===== src/common/dbs_params.svh =====
// Offsets, field positions, reset values and counts of the debug security block
`ifndef DBS_PARAMS_SVH
`define DBS_PARAMS_SVH

// ****************************************************************
// Register offsets (byte addresses)
// ****************************************************************
`define DBS_ADDR_W        8
`define DBS_OFS_MAILBOX   8'h00
`define DBS_OFS_STATUS    8'h04
`define DBS_OFS_PW0       8'h08
`define DBS_OFS_PW1       8'h0c
`define DBS_OFS_PW2       8'h10
`define DBS_OFS_PW3       8'h14
`define DBS_OFS_UNLOCK    8'h18

// ****************************************************************
// Boot config word zero fields
// ****************************************************************
`define DBS_CFG_MODE_LSB  0
`define DBS_CFG_MODE_MSB  1
`define DBS_CFG_LDR_DIS   2
`define DBS_CFG_PIN_LSB   3
`define DBS_CFG_PIN_MSB   4

// ****************************************************************
// Mailbox field and reset values
// ****************************************************************
`define DBS_MBOX_LSB      0
`define DBS_MBOX_MSB      2
`define DBS_PW_RST        32'h0000_0000
`define DBS_RDATA_RST     32'h0000_0000

// ****************************************************************
// Timing counts
// ****************************************************************
// Synchroniser latency plus one cycle margin
`define DBS_PIN_SETTLE    3'h5

`endif


===== src/common/dbs_pkg.sv =====
// Types and decode helpers of the debug security block
package dbs_pkg;

  typedef enum logic [2:0] {
    DBS_CMD_NONE         = 3'h0,
    DBS_CMD_FACTORY_MAN  = 3'h1,
    DBS_CMD_FACTORY_AUTO = 3'h2,
    DBS_CMD_MASS_MAN     = 3'h3,
    DBS_CMD_MASS_AUTO    = 3'h4
  } dbs_cmd_e;

  typedef enum logic [1:0] {
    DBS_DBG_OFF  = 2'h0,
    DBS_DBG_OPEN = 2'h1,
    DBS_DBG_PW   = 2'h2,
    DBS_DBG_RSVD = 2'h3
  } dbs_dbg_e;

  typedef enum logic [6:0] {
    DBS_ST_RESET     = 7'h01,
    DBS_ST_MBOX      = 7'h02,
    DBS_ST_ERASE_MN  = 7'h04,
    DBS_ST_ERASE_CFG = 7'h08,
    DBS_ST_PIN       = 7'h10,
    DBS_ST_LOADER    = 7'h20,
    DBS_ST_APP       = 7'h40
  } dbs_state_e;

  function automatic logic dbs_is_factory(input dbs_cmd_e cmd);
    dbs_is_factory = (cmd == DBS_CMD_FACTORY_MAN) ||
                     (cmd == DBS_CMD_FACTORY_AUTO);
  endfunction

  // Unknown codes fold to no command
  function automatic dbs_cmd_e dbs_cmd_decode(input logic [2:0] raw);
    case (raw)
      3'h1:    dbs_cmd_decode = DBS_CMD_FACTORY_MAN;
      3'h2:    dbs_cmd_decode = DBS_CMD_FACTORY_AUTO;
      3'h3:    dbs_cmd_decode = DBS_CMD_MASS_MAN;
      3'h4:    dbs_cmd_decode = DBS_CMD_MASS_AUTO;
      default: dbs_cmd_decode = DBS_CMD_NONE;
    endcase
  endfunction

endpackage


===== src/verilog/dbs_pin_sync.sv =====
// Three-stage pin synchroniser with agreement filter
`timescale 1ns/10ps
`default_nettype none

module dbs_pin_sync #(
  parameter int WIDTH = 4
) (
  // Clock and reset
  input  wire logic             ref_clk,
  input  wire logic             rst_b,
  // Pins in, filtered levels out
  input  wire logic [WIDTH-1:0] pin_in,
  output logic      [WIDTH-1:0] pin_lvl
);

  logic [WIDTH-1:0] stg1_ff;
  logic [WIDTH-1:0] stg2_ff;
  logic [WIDTH-1:0] stg3_ff;
  logic [WIDTH-1:0] lvl_ff;
  logic [WIDTH-1:0] nxt_lvl;
  wire  [WIDTH-1:0] agree;

  // Stage one feeds stage two only
  assign agree   = ~(stg2_ff ^ stg3_ff);
  assign nxt_lvl = (agree & stg3_ff) | (~agree & lvl_ff);
  assign pin_lvl = lvl_ff;

  always_ff @(posedge ref_clk) begin
    if (!rst_b) begin
      stg1_ff <= '0;
      stg2_ff <= '0;
      stg3_ff <= '0;
      lvl_ff  <= '0;
    end else begin
      stg1_ff <= pin_in;
      stg2_ff <= stg1_ff;
      stg3_ff <= stg2_ff;
      lvl_ff  <= nxt_lvl;
    end
  end

endmodule

`default_nettype wire


===== src/verilog/dbs_core.sv =====
// Debug mailbox, unlock sequencing, debug gating and boot selection
// Summary of operation
// - A probe writes unlock commands into a mailbox read by the boot sequence.
// - Factory reset erases main flash and then restores the config region.
// - Mass erase erases main flash only and leaves the config region alone.
// - After reset a high boot invoke pin starts the boot loader, not the app.
// - Config can disable the boot loader and choose the invoke pin.
// - Debug is off, open, or open only after a matching 128-bit password.
// - Debug mode and password come from config word zero and password words.
// - New protection settings apply only after a power cycle.
// - Reprogramming main flash never erases the config region.
`timescale 1ns/10ps
`default_nettype none
`include "dbs_params.svh"

module dbs_core
  import dbs_pkg::*;
#(
  parameter int PIN_NUM = 4
) (
  // Clock and resets
  input  wire logic                   ref_clk,
  input  wire logic                   rst_b,
  input  wire logic                   pwr_on_b,
  // Register port
  input  wire logic [`DBS_ADDR_W-1:0] reg_addr,
  input  wire logic [31:0]            reg_wdata,
  input  wire logic                   reg_wr,
  input  wire logic                   reg_rd,
  output logic      [31:0]            reg_rdata,
  // Config flash region contents
  input  wire logic [31:0]            boot_config_word_zero,
  input  wire logic [127:0]           debug_password_words,
  // Flash erase handshake
  output logic                        erase_main_req,
  output logic                        erase_cfg_req,
  input  wire logic                   flash_done,
  // Boot invoke pins
  input  wire logic [PIN_NUM-1:0]     boot_invoke_pin,
  // Boot and debug status
  output logic                        dbg_access_en,
  output logic                        boot_loader_run,
  output logic                        app_run,
  output logic                        pwr_cycle_needed
);

  // ****************************************************************
  // Declarations
  // ****************************************************************
  dbs_state_e     state_ff;
  dbs_state_e     nxt_state;
  dbs_cmd_e       mbox_ff;
  dbs_cmd_e       nxt_mbox;
  dbs_cmd_e       act_cmd_ff;
  dbs_dbg_e       dbg_mode_ff;
  logic [127:0]   shadow_pw_ff;
  logic [31:0]    pw_entry_ff [4];
  logic           unlocked_ff;
  logic           pwr_fresh_ff;
  logic           pwr_cycle_ff;
  logic [2:0]     settle_ff;
  logic [31:0]    rdata_ff;
  logic [31:0]    nxt_rdata;
  logic [PIN_NUM-1:0] pin_lvl;

  wire            rst_all_b;
  wire            mbox_wr;
  wire            unlock_wr;
  wire [3:0]      pw_wr;
  wire [127:0]    pw_entry;
  wire [1:0]      cfg_mode_w;
  wire            ldr_dis;
  wire [1:0]      pin_sel;
  wire            invoke_lvl;
  wire            pin_ready;
  wire            mbox_take;
  wire            shadow_load;
  wire            erase_ack;
  wire [31:0]     status_w;

  // ****************************************************************
  // Decode
  // ****************************************************************
  assign rst_all_b  = rst_b & pwr_on_b;
  assign mbox_wr    = reg_wr && (reg_addr == `DBS_OFS_MAILBOX);
  assign unlock_wr  = reg_wr && (reg_addr == `DBS_OFS_UNLOCK);
  assign pw_wr[0]   = reg_wr && (reg_addr == `DBS_OFS_PW0);
  assign pw_wr[1]   = reg_wr && (reg_addr == `DBS_OFS_PW1);
  assign pw_wr[2]   = reg_wr && (reg_addr == `DBS_OFS_PW2);
  assign pw_wr[3]   = reg_wr && (reg_addr == `DBS_OFS_PW3);
  assign pw_entry   = {pw_entry_ff[3], pw_entry_ff[2],
                       pw_entry_ff[1], pw_entry_ff[0]};

  assign cfg_mode_w = boot_config_word_zero[`DBS_CFG_MODE_MSB:
                                            `DBS_CFG_MODE_LSB];
  assign ldr_dis    = boot_config_word_zero[`DBS_CFG_LDR_DIS];
  assign pin_sel    = boot_config_word_zero[`DBS_CFG_PIN_MSB:
                                            `DBS_CFG_PIN_LSB];
  assign invoke_lvl = pin_lvl[pin_sel];
  assign pin_ready  = (settle_ff == `DBS_PIN_SETTLE);

  assign mbox_take  = (state_ff == DBS_ST_MBOX) && (mbox_ff != DBS_CMD_NONE);
  assign shadow_load = rst_all_b && pwr_fresh_ff && (state_ff == DBS_ST_RESET);
  assign erase_ack  = erase_cfg_req && flash_done;

  // ****************************************************************
  // Pin synchroniser
  // ****************************************************************
  dbs_pin_sync #(
    .WIDTH   (PIN_NUM)
  ) u_pin_sync (
    .ref_clk (ref_clk),
    .rst_b   (rst_all_b),
    .pin_in  (boot_invoke_pin),
    .pin_lvl (pin_lvl)
  );

  // ****************************************************************
  // Boot sequence
  // ****************************************************************
  always_comb begin
    nxt_state = state_ff;
    case (state_ff)
      DBS_ST_RESET: begin
        nxt_state = DBS_ST_MBOX;
      end
      DBS_ST_MBOX: begin
        if (mbox_ff != DBS_CMD_NONE) begin
          nxt_state = DBS_ST_ERASE_MN;
        end else begin
          nxt_state = DBS_ST_PIN;
        end
      end
      DBS_ST_ERASE_MN: begin
        if (flash_done) begin
          if (dbs_is_factory(act_cmd_ff)) begin
            nxt_state = DBS_ST_ERASE_CFG;
          end else begin
            nxt_state = DBS_ST_PIN;
          end
        end
      end
      DBS_ST_ERASE_CFG: begin
        if (flash_done) begin
          nxt_state = DBS_ST_PIN;
        end
      end
      DBS_ST_PIN: begin
        if (pin_ready) begin
          if (invoke_lvl && !ldr_dis) begin
            nxt_state = DBS_ST_LOADER;
          end else begin
            nxt_state = DBS_ST_APP;
          end
        end
      end
      DBS_ST_LOADER: nxt_state = DBS_ST_LOADER;
      DBS_ST_APP:    nxt_state = DBS_ST_APP;
      default:       nxt_state = DBS_ST_RESET;
    endcase
  end

  always_ff @(posedge ref_clk) begin
    if (!rst_all_b) begin
      state_ff <= DBS_ST_RESET;
    end else begin
      state_ff <= nxt_state;
    end
  end

  // Settle count restarts with each visit to the pin state
  always_ff @(posedge ref_clk) begin
    if (!rst_all_b || state_ff != DBS_ST_PIN) begin
      settle_ff <= 3'h0;
    end else if (!pin_ready) begin
      settle_ff <= settle_ff + 3'h1;
    end
  end

  // ****************************************************************
  // Mailbox
  // ****************************************************************
  // Survives warm reset so an auto command lives through the probe's reset
  always_comb begin
    nxt_mbox = mbox_ff;
    if (mbox_take) begin
      nxt_mbox = DBS_CMD_NONE;
    end
    if (mbox_wr) begin
      nxt_mbox = dbs_cmd_decode(reg_wdata[`DBS_MBOX_MSB:`DBS_MBOX_LSB]);
    end
  end

  always_ff @(posedge ref_clk) begin
    if (!pwr_on_b) begin
      mbox_ff    <= DBS_CMD_NONE;
      act_cmd_ff <= DBS_CMD_NONE;
    end else begin
      mbox_ff <= nxt_mbox;
      if (mbox_take) begin
        act_cmd_ff <= mbox_ff;
      end else if (!rst_b) begin
        act_cmd_ff <= DBS_CMD_NONE;
      end
    end
  end

  assign erase_main_req = (state_ff == DBS_ST_ERASE_MN);
  // Config region is only touched by a factory command
  assign erase_cfg_req  = (state_ff == DBS_ST_ERASE_CFG);

  // ****************************************************************
  // Protection shadow, loaded only on power-up
  // ****************************************************************
  always_ff @(posedge ref_clk) begin
    if (!pwr_on_b) begin
      pwr_fresh_ff <= 1'b1;
      pwr_cycle_ff <= 1'b0;
    end else begin
      if (shadow_load) begin
        pwr_fresh_ff <= 1'b0;
      end
      if (erase_ack) begin
        pwr_cycle_ff <= 1'b1;
      end
    end
  end

  // Warm reset keeps the old shadow; that is why reprogramming needs a
  // power cycle before the new protection bites
  always_ff @(posedge ref_clk) begin
    if (!pwr_on_b) begin
      dbg_mode_ff  <= DBS_DBG_OFF;
      shadow_pw_ff <= '0;
    end else if (shadow_load) begin
      dbg_mode_ff  <= dbs_dbg_e'(cfg_mode_w);
      shadow_pw_ff <= debug_password_words;
    end
  end

  // ****************************************************************
  // Password entry and unlock
  // ****************************************************************
  always_ff @(posedge ref_clk) begin
    if (!rst_all_b) begin
      for (int i = 0; i < 4; i++) begin
        pw_entry_ff[i] <= `DBS_PW_RST;
      end
      unlocked_ff <= 1'b0;
    end else begin
      for (int i = 0; i < 4; i++) begin
        if (pw_wr[i]) begin
          pw_entry_ff[i] <= reg_wdata;
        end
      end
      if (unlock_wr) begin
        unlocked_ff <= (pw_entry == shadow_pw_ff);
      end
    end
  end

  // Reserved mode code is treated as off, the safe side
  assign dbg_access_en = !pwr_cycle_ff &&
                         (state_ff == DBS_ST_LOADER ||
                          state_ff == DBS_ST_APP) &&
                         (dbg_mode_ff == DBS_DBG_OPEN ||
                          (dbg_mode_ff == DBS_DBG_PW && unlocked_ff));

  assign boot_loader_run  = (state_ff == DBS_ST_LOADER);
  assign app_run          = (state_ff == DBS_ST_APP);
  assign pwr_cycle_needed = pwr_cycle_ff;

  // ****************************************************************
  // Read path
  // ****************************************************************
  assign status_w = {17'h0, pwr_cycle_ff, unlocked_ff, ldr_dis,
                     dbg_mode_ff, state_ff, act_cmd_ff};

  // Password words are write-only so a probe cannot read them back
  always_comb begin
    nxt_rdata = `DBS_RDATA_RST;
    if (reg_rd) begin
      case (reg_addr)
        `DBS_OFS_MAILBOX: nxt_rdata = {29'h0, mbox_ff};
        `DBS_OFS_STATUS:  nxt_rdata = status_w;
        default:          nxt_rdata = `DBS_RDATA_RST;
      endcase
    end
  end

  always_ff @(posedge ref_clk) begin
    if (!rst_all_b) begin
      rdata_ff <= `DBS_RDATA_RST;
    end else begin
      rdata_ff <= nxt_rdata;
    end
  end

  assign reg_rdata = rdata_ff;
endmodule

`default_nettype wire


===== config.mk =====
export PLATFORM = sky130hd
export DESIGN_NAME = dbs_core
export DESIGN_NICKNAME = d
export VERILOG_FILES = /design/src/common/dbs_pkg.sv /design/src/verilog/dbs_pin_sync.sv /design/src/verilog/dbs_core.sv
export VERILOG_INCLUDE_DIRS = /design/src /design/src/common
export SDC_FILE = /design/constraint.sdc
export NUM_CORES = 1
export LEC_CHECK = 0
export BUFFER_PORTS_ARGS = -buffer_cell sky130_fd_sc_hd__buf_2
export CAP_MARGIN = 40
export CORE_UTILIZATION = 40
export DETAILED_ROUTE_END_ITERATION = 8
export GPL_TIMING_DRIVEN = 0
export SETUP_SLACK_MARGIN = 0.5
export SYNTH_ARGS = -nofsm -noshare
export SYNTH_HDL_FRONTEND = slang
export SYNTH_SLANG_ARGS = --single-unit

===== constraint.sdc =====
create_clock -name ref_clk -period 7.25 [get_ports ref_clk]
set_input_delay 0.3625 -clock ref_clk [delete_from_list [all_inputs] [get_ports ref_clk]]
set_output_delay 0.3625 -clock ref_clk [all_outputs]
set_load 0.02 [all_outputs]

# Word-level counts from Yosys, hierarchy flattened
# Memory sizes are Yosys's and may differ from the RTL's.
# Index checks and enable logic that the tools add are counted.
op_classes:
  n_eq_ne: 28
  n_bitwise: 11
  magnitude_cmp: 1
  shift: 0
  n_addsub: 1
  muxes: 32
  reduce_logical: 26
  n_div: 0
  mul: 0
ops:
  columns: ["operator", "count"]
  rows:
  - ["equality test 128 bit", 1]
  - ["2-to-1 mux 32 bit", 4]
  - ["case mux 7 bit (7 select lines)", 1]
  - ["case mux 15 bit (2 select lines)", 1]
  - ["2-to-1 mux 7 bit", 4]
  - ["equality test 8 x 5 -> 1 bit, second input constant", 3]
  - ["equality test 8 x 4 -> 1 bit, second input constant", 2]
  - ["logical AND 1 bit", 14]
  - ["2-to-1 mux 1 bit", 14]
  - ["2-to-1 mux 3 bit", 4]
  - ["case mux 3 bit (4 select lines)", 1]
  - ["2-to-1 mux 5 bit", 2]
  - ["equality test 3 x 2 -> 1 bit, second input constant", 3]
  - ["bitwise AND 4 bit", 2]
  - ["equality test 8 x 3 -> 1 bit, second input constant", 1]
  - ["logical NOT 8 bit", 1]
  - ["inverter 4 bit", 2]
  - ["equality test 7 x 1 -> 1 bit, second input constant", 1]
  - ["equality test 7 x 2 -> 1 bit, second input constant", 1]
  - ["equality test 7 x 3 -> 1 bit, second input constant", 1]
  - ["equality test 7 x 4 -> 1 bit, second input constant", 1]
  - ["equality test 7 x 5 -> 1 bit, second input constant", 1]
  - ["equality test 7 x 6 -> 1 bit, second input constant", 1]
  - ["equality test 7 bit, second input constant", 1]
  - ["other kinds (20)", 32]
totals:
  rom_bits: 0
  regBits: 197
  ramBits: 128
  wordCells: 114
  latch_bits: 0
  inputBits: 210
  memories: 1
mem_list:
  columns: ["memory", "words", "word_bits", "rd", "rd_ports_with_merged_regs", "write_ports", "line", "source"]
  rows:
  - ["pw_entry_ff", 4, 32, 4, 0, 4, "dbs_core.sv:57", "logic [31:0] pw_entry_ff [4];"]

# Logic depth before layout (Yosys ltp)
# Gate-level depths: netlist of the first run.
logic_depth:
  ltp_word: 6
  depth_mapped: 11
  depth_no_buf: 8

# Cells and area by module
# Synthesis of the first run repeated with hierarchy kept, for this count alone.
unflattened:
  hier_cells: 1237
  hier_area_um2: 12700.9
by_module_without_submodules:
  columns: ["module", "instances", "area_each_um2", "cells_per_inst", "seq_area_each_um2"]
  rows:
  - ["dbs_core", 1, 12219.2, 1196, 7126.8]
  - ["dbs_pin_sync", 1, 481.7, 41, 320.3]

# Worst setup path before layout of the first run
# OpenSTA, ideal clock, no wires.
synth_path:
  kind: "input-to-reg"
  start: "in reg_addr[5]"
  end: "mem pw_entry_ff[0][0] (enable)"
  n_path_buf: 0
  stages: 3
  t_arrival_ns: 3.148
  setup_time_ns: 0.466
  setup_slack_ns: 3.637
  required_time_ns: 6.784
  path_cell_list: "nor3_1 nand4b_1 o21ai_0"
synth_lines:
  columns: ["item", "line", "source"]
  rows:
  - ["start: declaration", "dbs_core.sv:26", "input wire logic [`DBS_ADDR_W-1:0] reg_addr,"]
  - ["end: declaration", "dbs_core.sv:57", null]

# Worst setup path in the final report of the first run
layout_path:
  start: "reg state_ff[4]"
  end: "out erase_main_req"
layout_via:
  elab_chain_cells: 1
layout_lines:
  columns: ["item", "line", "source"]
  rows:
  - ["start: declaration", "dbs_core.sv:50", "dbs_state_e state_ff;"]
  - ["start signal: assignment", "dbs_core.sv:167", "state_ff <= nxt_state;"]
  - ["equality test 7 x 3 -> 1 bit", "dbs_core.sv:208", "assign erase_main_req = (state_ff == DBS_ST_ERASE_MN);"]
  - ["end: declaration", "dbs_core.sv:35", "output logic erase_main_req,"]
# Every way passes these cells.

==> out/metrics.cfg, run 1 <==
[timing]
setup_viol = 0
setup_ws_ps = 4830
rsz0062_at_grt = false
finClkSkew_ps = 10.4
period_needed_ps = 2420
slew_viol_final = 0
tns_ps = 0
fmax_ghz = 0.414
max-slew-margin-rel_pct = 39.5
worst_pin_slew_ps = 900
hold_violations = 0
period_share_pct = 33.3

[pwr]
ir_worst_vdd_uv = 150
power.density_mw_per_mm2 = 261
p_leak_nw = 6.41

[floorplanning]
die_h_um = 181
initial_utilization_pct = 40.5
rows = 65
die_w_um = 181
io_pins = 248
core_mm2 = 0.0315
fp.dieArea_mm2 = 0.0326

[clocking]
numCtsBuffers = 35
clk_path_buf_depth = 3
cts_sinks = 308
clock_latency_ps = 510
cts_tree = built
clk_pin_slew_ps = 60
holdBufCountCts = 0
post_cts_buffers = 0
htreeDepth = 2
cts-root-buf = clkbuf_16
post_cts_resized = 0

[cells_and_area]
multi_input_area_mm2 = 0.00487
mostFrequentLayoutCell = nand2_1
nNetsFinal = 1724
area_growth_pct = 22.4
fillers = 2953
layout_common_cells = nand2_1 (279), buf_2 (211), dfxtp_1 (180), and2_1 (142), edfxtp_1 (128)
drive_gt1_share_pct = 20.1
seq_area_mm2 = 0.00745

[placed_design]
pre_cts_slack_ps = 4450
portBuffers = 202
gp_congestion = 0.921
hpwlAfterDp_mm = 28.9

[critical_path]
reg2reg_from = state_ff[3]$_SDFFE_PN0P_
rrSetupSlack_ps = 4900
crit_start = state_ff[4]$_SDFFE_PN0P_
critical_path_class = flop to output pin
endpoint_kind = output pin
startpoint_type = flop
critPathRequiredTime_ps = 6890
worstPathMaxFanout = 9
cp.arrival_ps = 2050
r2r_cells = 10
worstReg2RegEnd = shadow_pw_ff[0]$_SDFFE_PN0P_

[synth]
synth_cell_types = 52
postSynth.asyncResetShare_pct = 0
synth-seq-cells = 308
ys_seq_area_share_pct = 58.4
synth_ff_type = dfxtp_1
synth_compound_area_share_pct = 7.59
ys_warn_count = 0
synth_top_family_by_area = simple AND/OR/NAND/NOR gates
synthMuxAreaShare_pct = 0.343
synth-simple-area-share_pct = 21.0
synthAdderAreaFrac_pct = 0.196
netlist_area_mm2 = 0.0128
synth_edf_count = 128
synthXorXnorAreaFrac_pct = 8.17
synth.avg_cell_area_um2 = 10.2
synth_cells = 1252

[drt]
ant_nets = 0
wl_mm = 37.9
drt-wirelength-per-cell_um = 19.5
firstDrtPassIters = 7
drt_iter0_markers = 867
drc = 0
vias = 9634
drt-vias-per-instance = 4.96

[worst_hold_path]
hp-start = debug_password_words[43]
holdPathStages = 3
hold_end = shadow_pw_ff[43]$_SDFFE_PN0P_
hold_class = input port to flop

[flow_run]
cap_violations = 0

[status]
status = finished clean

[grt]
grt_max_degree = 24
grt_first_pass_wirelength_mm = 55.9
grt_use_total_pct = 23.2
overflow = 0
grt_pass1_vias = 9445
grt_antenna_before_repair = 1

layer usage:
metal / share of wire (%) / track usage [%]
met2: 45 / 37.0
met1: 45 / 31.4
met5: 0 / 0
met3: 6.0 / 3.96
met4: 3.4 / 8.96
worst max-delay path: stages (launching register included):
cell and delay [ps]:
dfxtp_1 290, clkbuf_1 190, nor2_1 290, nand2_1 170, or3_1 380, inv_1 70
buf_2 160
state kept, by name, summed over array words and instances, names as in the netlist, named ones only:
signal	flops
act_cmd_ff	3
pwr_cycle_needed	1
dbg_mode_ff	2
mbox_ff	3
settle_ff	3
u_pin_sync.stg1_ff	4
unlocked_ff	1
shadow_pw_ff	128
pwr_fresh_ff	1
reg_rdata	15
pw_entry_ff	128
u_pin_sync.stg3_ff	4
state_ff	7
u_pin_sync.stg2_ff	4
through the flow:
step	std cells	power [mW]	hold WS (ps)	utilization [%]	cell area [um2]
after CTS	1940	4.10	33.3	49.6	15600
after floorplan	1268	2.19	418	-	12800
after detailed placement	1877	2.39	439	46.0	14500
final	1941	4.08	46.4	49.6	15600
after global routing	1940	4.21	44.8	49.6	15600
after global placement	1872	2.38	429	45.5	14300
final cells by class:
type / count / share of cell area [%]
Antenna cell: 1 / 0.0160
Inverter: 17 / 0.409
Clock buffer: 53 / 6.91
Multi-Input combinational cell: 861 / 31.2
Timing Repair Buffer: 207 / 7.12
Sequential cell: 308 / 47.7
Tap cell: 402 / 3.22
Clock inverter: 10 / 0.321
Buffer: 82 / 3.06
report_power, final:
part / switching (mW) / total (mW) / internal (mW)
Clock: 0.697 / 1.73 / 1.03
Combinational: 0.231 / 0.379 / 0.149
Sequential: 0.0693 / 1.97 / 1.90
Total: 0.997 / 4.08 / 3.08
cell families after synthesis:
family                   count (synthesis)
buffers and inverters                   99
AND/OR/NAND/NOR                        541
multiplexers                             3
other                                    1
flip-flops                             308
XOR/XNOR                               119
adder cells (fa/ha/maj)                  2
AO/OA/AOI/OAI                          179
worst max-delay path by stage:
stage	endpoint	slack (ps)	depth (start not counted)
after CTS	erase_main_req	4820	6
after global routing	shadow_pw_ff[121]$_SDFFE_PN0P_	4730	10
after floorplan	pw_entry_ff[0][0]$_SDFFCE_PN0P_	3640	3
final	erase_main_req	4830	6
after detailed placement	pw_entry_ff[1][10]$_SDFFCE_PN0P_	4450	6
after global placement	pw_entry_ff[3][13]$_SDFFCE_PN0P_	1490	4
Yosys cell counts, types with 2 or more instances:
master / instances / area [um2]
o22ai_1: 3 / 18.8
ha_1: 2 / 25.0
buf_2: 8 / 40.0
a21oi_1: 9 / 45.0
nor2_1: 16 / 60.1
buf_6: 10 / 113
nand2_1: 279 / 1050
o221ai_1: 2 / 17.5
and2_1: 142 / 888
buf_4: 18 / 135
nor2b_1: 14 / 87.6
a2111oi_0: 2 / 17.5
or3_1: 2 / 12.5
or4_1: 2 / 15.0
dfxtp_1: 180 / 3600
o21ai_1: 21 / 105
nor3_1: 12 / 60.1
nor4_1: 22 / 138
nand4b_1: 2 / 17.5
nand3_1: 4 / 20.0
o211ai_1: 2 / 15.0
inv_1: 17 / 63.8
xor2_1: 67 / 587
edfxtp_1: 128 / 3840
clkbuf_1: 41 / 154
a22oi_1: 9 / 67.6
a31oi_1: 4 / 25.0
nor3b_1: 5 / 37.5
xnor2_1: 52 / 455
nand4_1: 18 / 113
clkbuf_2: 4 / 20.0
nand3b_1: 2 / 15.0
o21ai_0: 121 / 606
and3_1: 14 / 87.6
Power figures use the tool's default switching activity.
==> inputs of run 2 (changes only) <==
clock period = 2.29 ns   (was 7.25 ns; I/O delays follow)
==> run 2 against run 1 <==
  * Critical path depth rose by 5
  * Clock power rose to 3.2 times the previous value
  * Total power rose to 3.3 times the previous value
  * Critical endpoint is now shadow_pw_ff[3]$_SDFFE_PN0P_
  * Via count rose by 12%
  * Register-to-register slack got worse by 4600 ps
  * Core utilization rose by 10 points
  * Count of clock-buffer cells in the layout fell by 6
  * Largest cell class unchanged
  * Non-clock buffer count rose by 221
==> out/metrics.cfg, run 2 (synthesis gave the netlist of run 1 again) <==
[critical_path]
startpoint_type = flop
worstPathMaxFanout = 6  ; -3
cp.arrival_ps = 2450  ; +400 ps
crit_start = state_ff[3]$_SDFFE_PN0P_
critical_path_class = flop to flop
endpoint_kind = flop
reg2reg_from = state_ff[3]$_SDFFE_PN0P_
critPathRequiredTime_ps = 2730  ; -4160 ps

[floorplanning]
io_pins = 248  ; unchanged
die_h_um = 181  ; unchanged
core_mm2 = 0.0315  ; unchanged
fp.dieArea_mm2 = 0.0326  ; unchanged
initial_utilization_pct = 40.5  ; unchanged
die_w_um = 181  ; unchanged
rows = 65  ; unchanged

[pwr]
combPwrFrac_pct = 13.4  ; +4.1 points
ir_worst_vdd_uv = 623  ; +320%
power.density_mw_per_mm2 = 724  ; +180%
p_int_mw = 10.2  ; +230%
power_frac_clock_pct = 40.8  ; -1.5 points
p_leak_nw = 7.89  ; +23%
p_switching_mw = 3.42  ; +240%
seqPwrFrac_pct = 45.8  ; -2.6 points
switching_share_pct = 25.1  ; +0.60 points

[timing]
slew_viol_final = 0  ; unchanged
period_needed_ps = 2020
hold_violations = 0  ; unchanged
rsz0062_at_grt = true
tns_ps = 0  ; unchanged
fmax_ghz = 0.495
finClkSkew_ps = 12.2  ; +1.79 ps
worst_pin_slew_ps = 737  ; -164 ps
period_share_pct = 88.2
setup_viol = 0  ; unchanged
max-slew-margin-rel_pct = 50.7  ; +11 points

[clocking]
clk_pin_slew_ps = 60  ; about the same
numCtsBuffers = 36  ; +2.9%
cts-root-buf = clkbuf_16
clk_path_buf_depth = 3  ; unchanged
clock_latency_ps = 520  ; about the same
cts_sinks = 308  ; unchanged
htreeDepth = 2  ; unchanged
cts_tree = built

[grt]
grt_use_total_pct = 25.7  ; +2.5 points
grt_pass1_vias = 10398  ; +10%
grt_max_degree = 22  ; -8.3%
overflow = 0  ; unchanged
grt_first_pass_wirelength_mm = 62.2  ; +11%
grt_antenna_before_repair = 0  ; -1

[cells_and_area]
nNetsFinal = 1946  ; +13%
layout_common_cells = nand2_1 (210), buf_2 (204), dfxtp_1 (174), dlygate4sd3_1 (167), and2_1 (141)
area_growth_pct = 47.6
fin_util_pct = 59.8  ; +10 points
drive_gt1_share_pct = 28.9  ; +8.8 points
mostFrequentLayoutCell = nand2_1
n_antenna_cell = 0  ; -1

[drt]
ant_nets = 0  ; unchanged
drt_iter0_markers = 1020  ; +18%
firstDrtPassIters = 5  ; -2
drt-wirelength-per-cell_um = 20.0  ; +2.4%
wl_mm = 43.3  ; +14%
drc = 0  ; unchanged
drt-vias-per-instance = 4.97  ; +0.22%
vias = 10755  ; +12%

[status]
status = finished clean

[placed_design]
portBuffers = 202  ; unchanged
gp_congestion = 0.969  ; +5.2%
hpwlAfterDp_mm = 29.2  ; +0.98%

[worst_hold_path]
hp-start = reg_addr[4]
hold_class = input port to flop

[flow_run]
cap_violations = 0  ; unchanged

[run 2: cell count changes in the layout (fill, tap and decap cells not counted), moves of 44 or more]
cell	previous run	this run
dlygate4sd3_1	0	167
nand2_1	279	210
o21ai_0	117	46
nand2_2	0	52
o21ai_1	21	65
[run 2: repair_timing]
item | in CTS | in global routing
endpoints found under the hold margin | 258 | 0
setup buffers | 23 | 16
gates resized for setup | 130 | 186
setup endpoints to repair | 229 | 255
cloned | 7 | 7
pin swaps | 33 | 47
hold buffers | 167 | 0
[run 2: path summary, 6_finish.rpt]
check,endpoint,slack (ps),cells after the start
worst max register to register,shadow_pw_ff[3]$_SDFFE_PN0P_,270,11
worst min-delay path,reg_rdata[14]$_SDFF_PN0_,30,3
worst min register to register,flop,450,2
worst max-delay path,shadow_pw_ff[3]$_SDFFE_PN0P_,270,11
[run 2: area by class of cell]
| cell class | count | area, um2 |
|---|---|---|
| well taps | 402 | 503 |
| multi-input cells | 861 | 5420 |
| plain buffers | 82 | 687 |
| clock buffers | 47 | 1000 |
| inverters | 17 | 63.8 |
| repair buffers | 428 | 3560 |
| flip-flops and latches | 308 | 7460 |
| clock inverters | 17 | 131 |
| fillers | 2617 | 12600 |
[run 2: power groups by stage]
stage / clock network (mW) / registers, mW / logic [mW]
floorplan: 0 / 6.28 / 0.643
global placement: 0 / 6.35 / 1.17
detailed placement: 0 / 6.35 / 1.21
CTS: 5.63 / 6.24 / 1.64
global route: 5.87 / 6.27 / 1.94
finish: 5.57 / 6.24 / 1.83
[run 2: worst max-delay path, cell delays in order, from the launching register on]
cell	delay, ps
dfxtp_2	310
buf_6	120
nor4_4	310
nor3b_4	240
and2_4	170
buf_8	100
buf_12	130
buf_12	120
clkbuf_16	160
clkbuf_16	140
nand2_2	40
o21ai_1	80
[run 2: stage by stage]
stage | cells | cell area (um2) | hold WS [ps] | power, mW | worst slack (ps)
finish | 2162 | 18800 | 34.4 | 13.6 | 271
global route | 2162 | 18800 | 28.5 | 14.1 | 170
CTS | 2139 | 18100 | 7.27 | 13.5 | 290
detailed placement | 1878 | 14500 | 313 | 7.56 | -277
global placement | 1872 | 14300 | 313 | 7.52 | -629
floorplan | 1268 | 12800 | 223 | 6.93 | 329
[run 2: metal layers]
layer,share of wire [%],vias to the layer above,global-route usage (%)
met5,0,-,0
met4,2.8,0,8.07
met3,6.8,72,4.35
met2,49,416,43.5
met1,42,5103,33.4
li1,-,5164,-
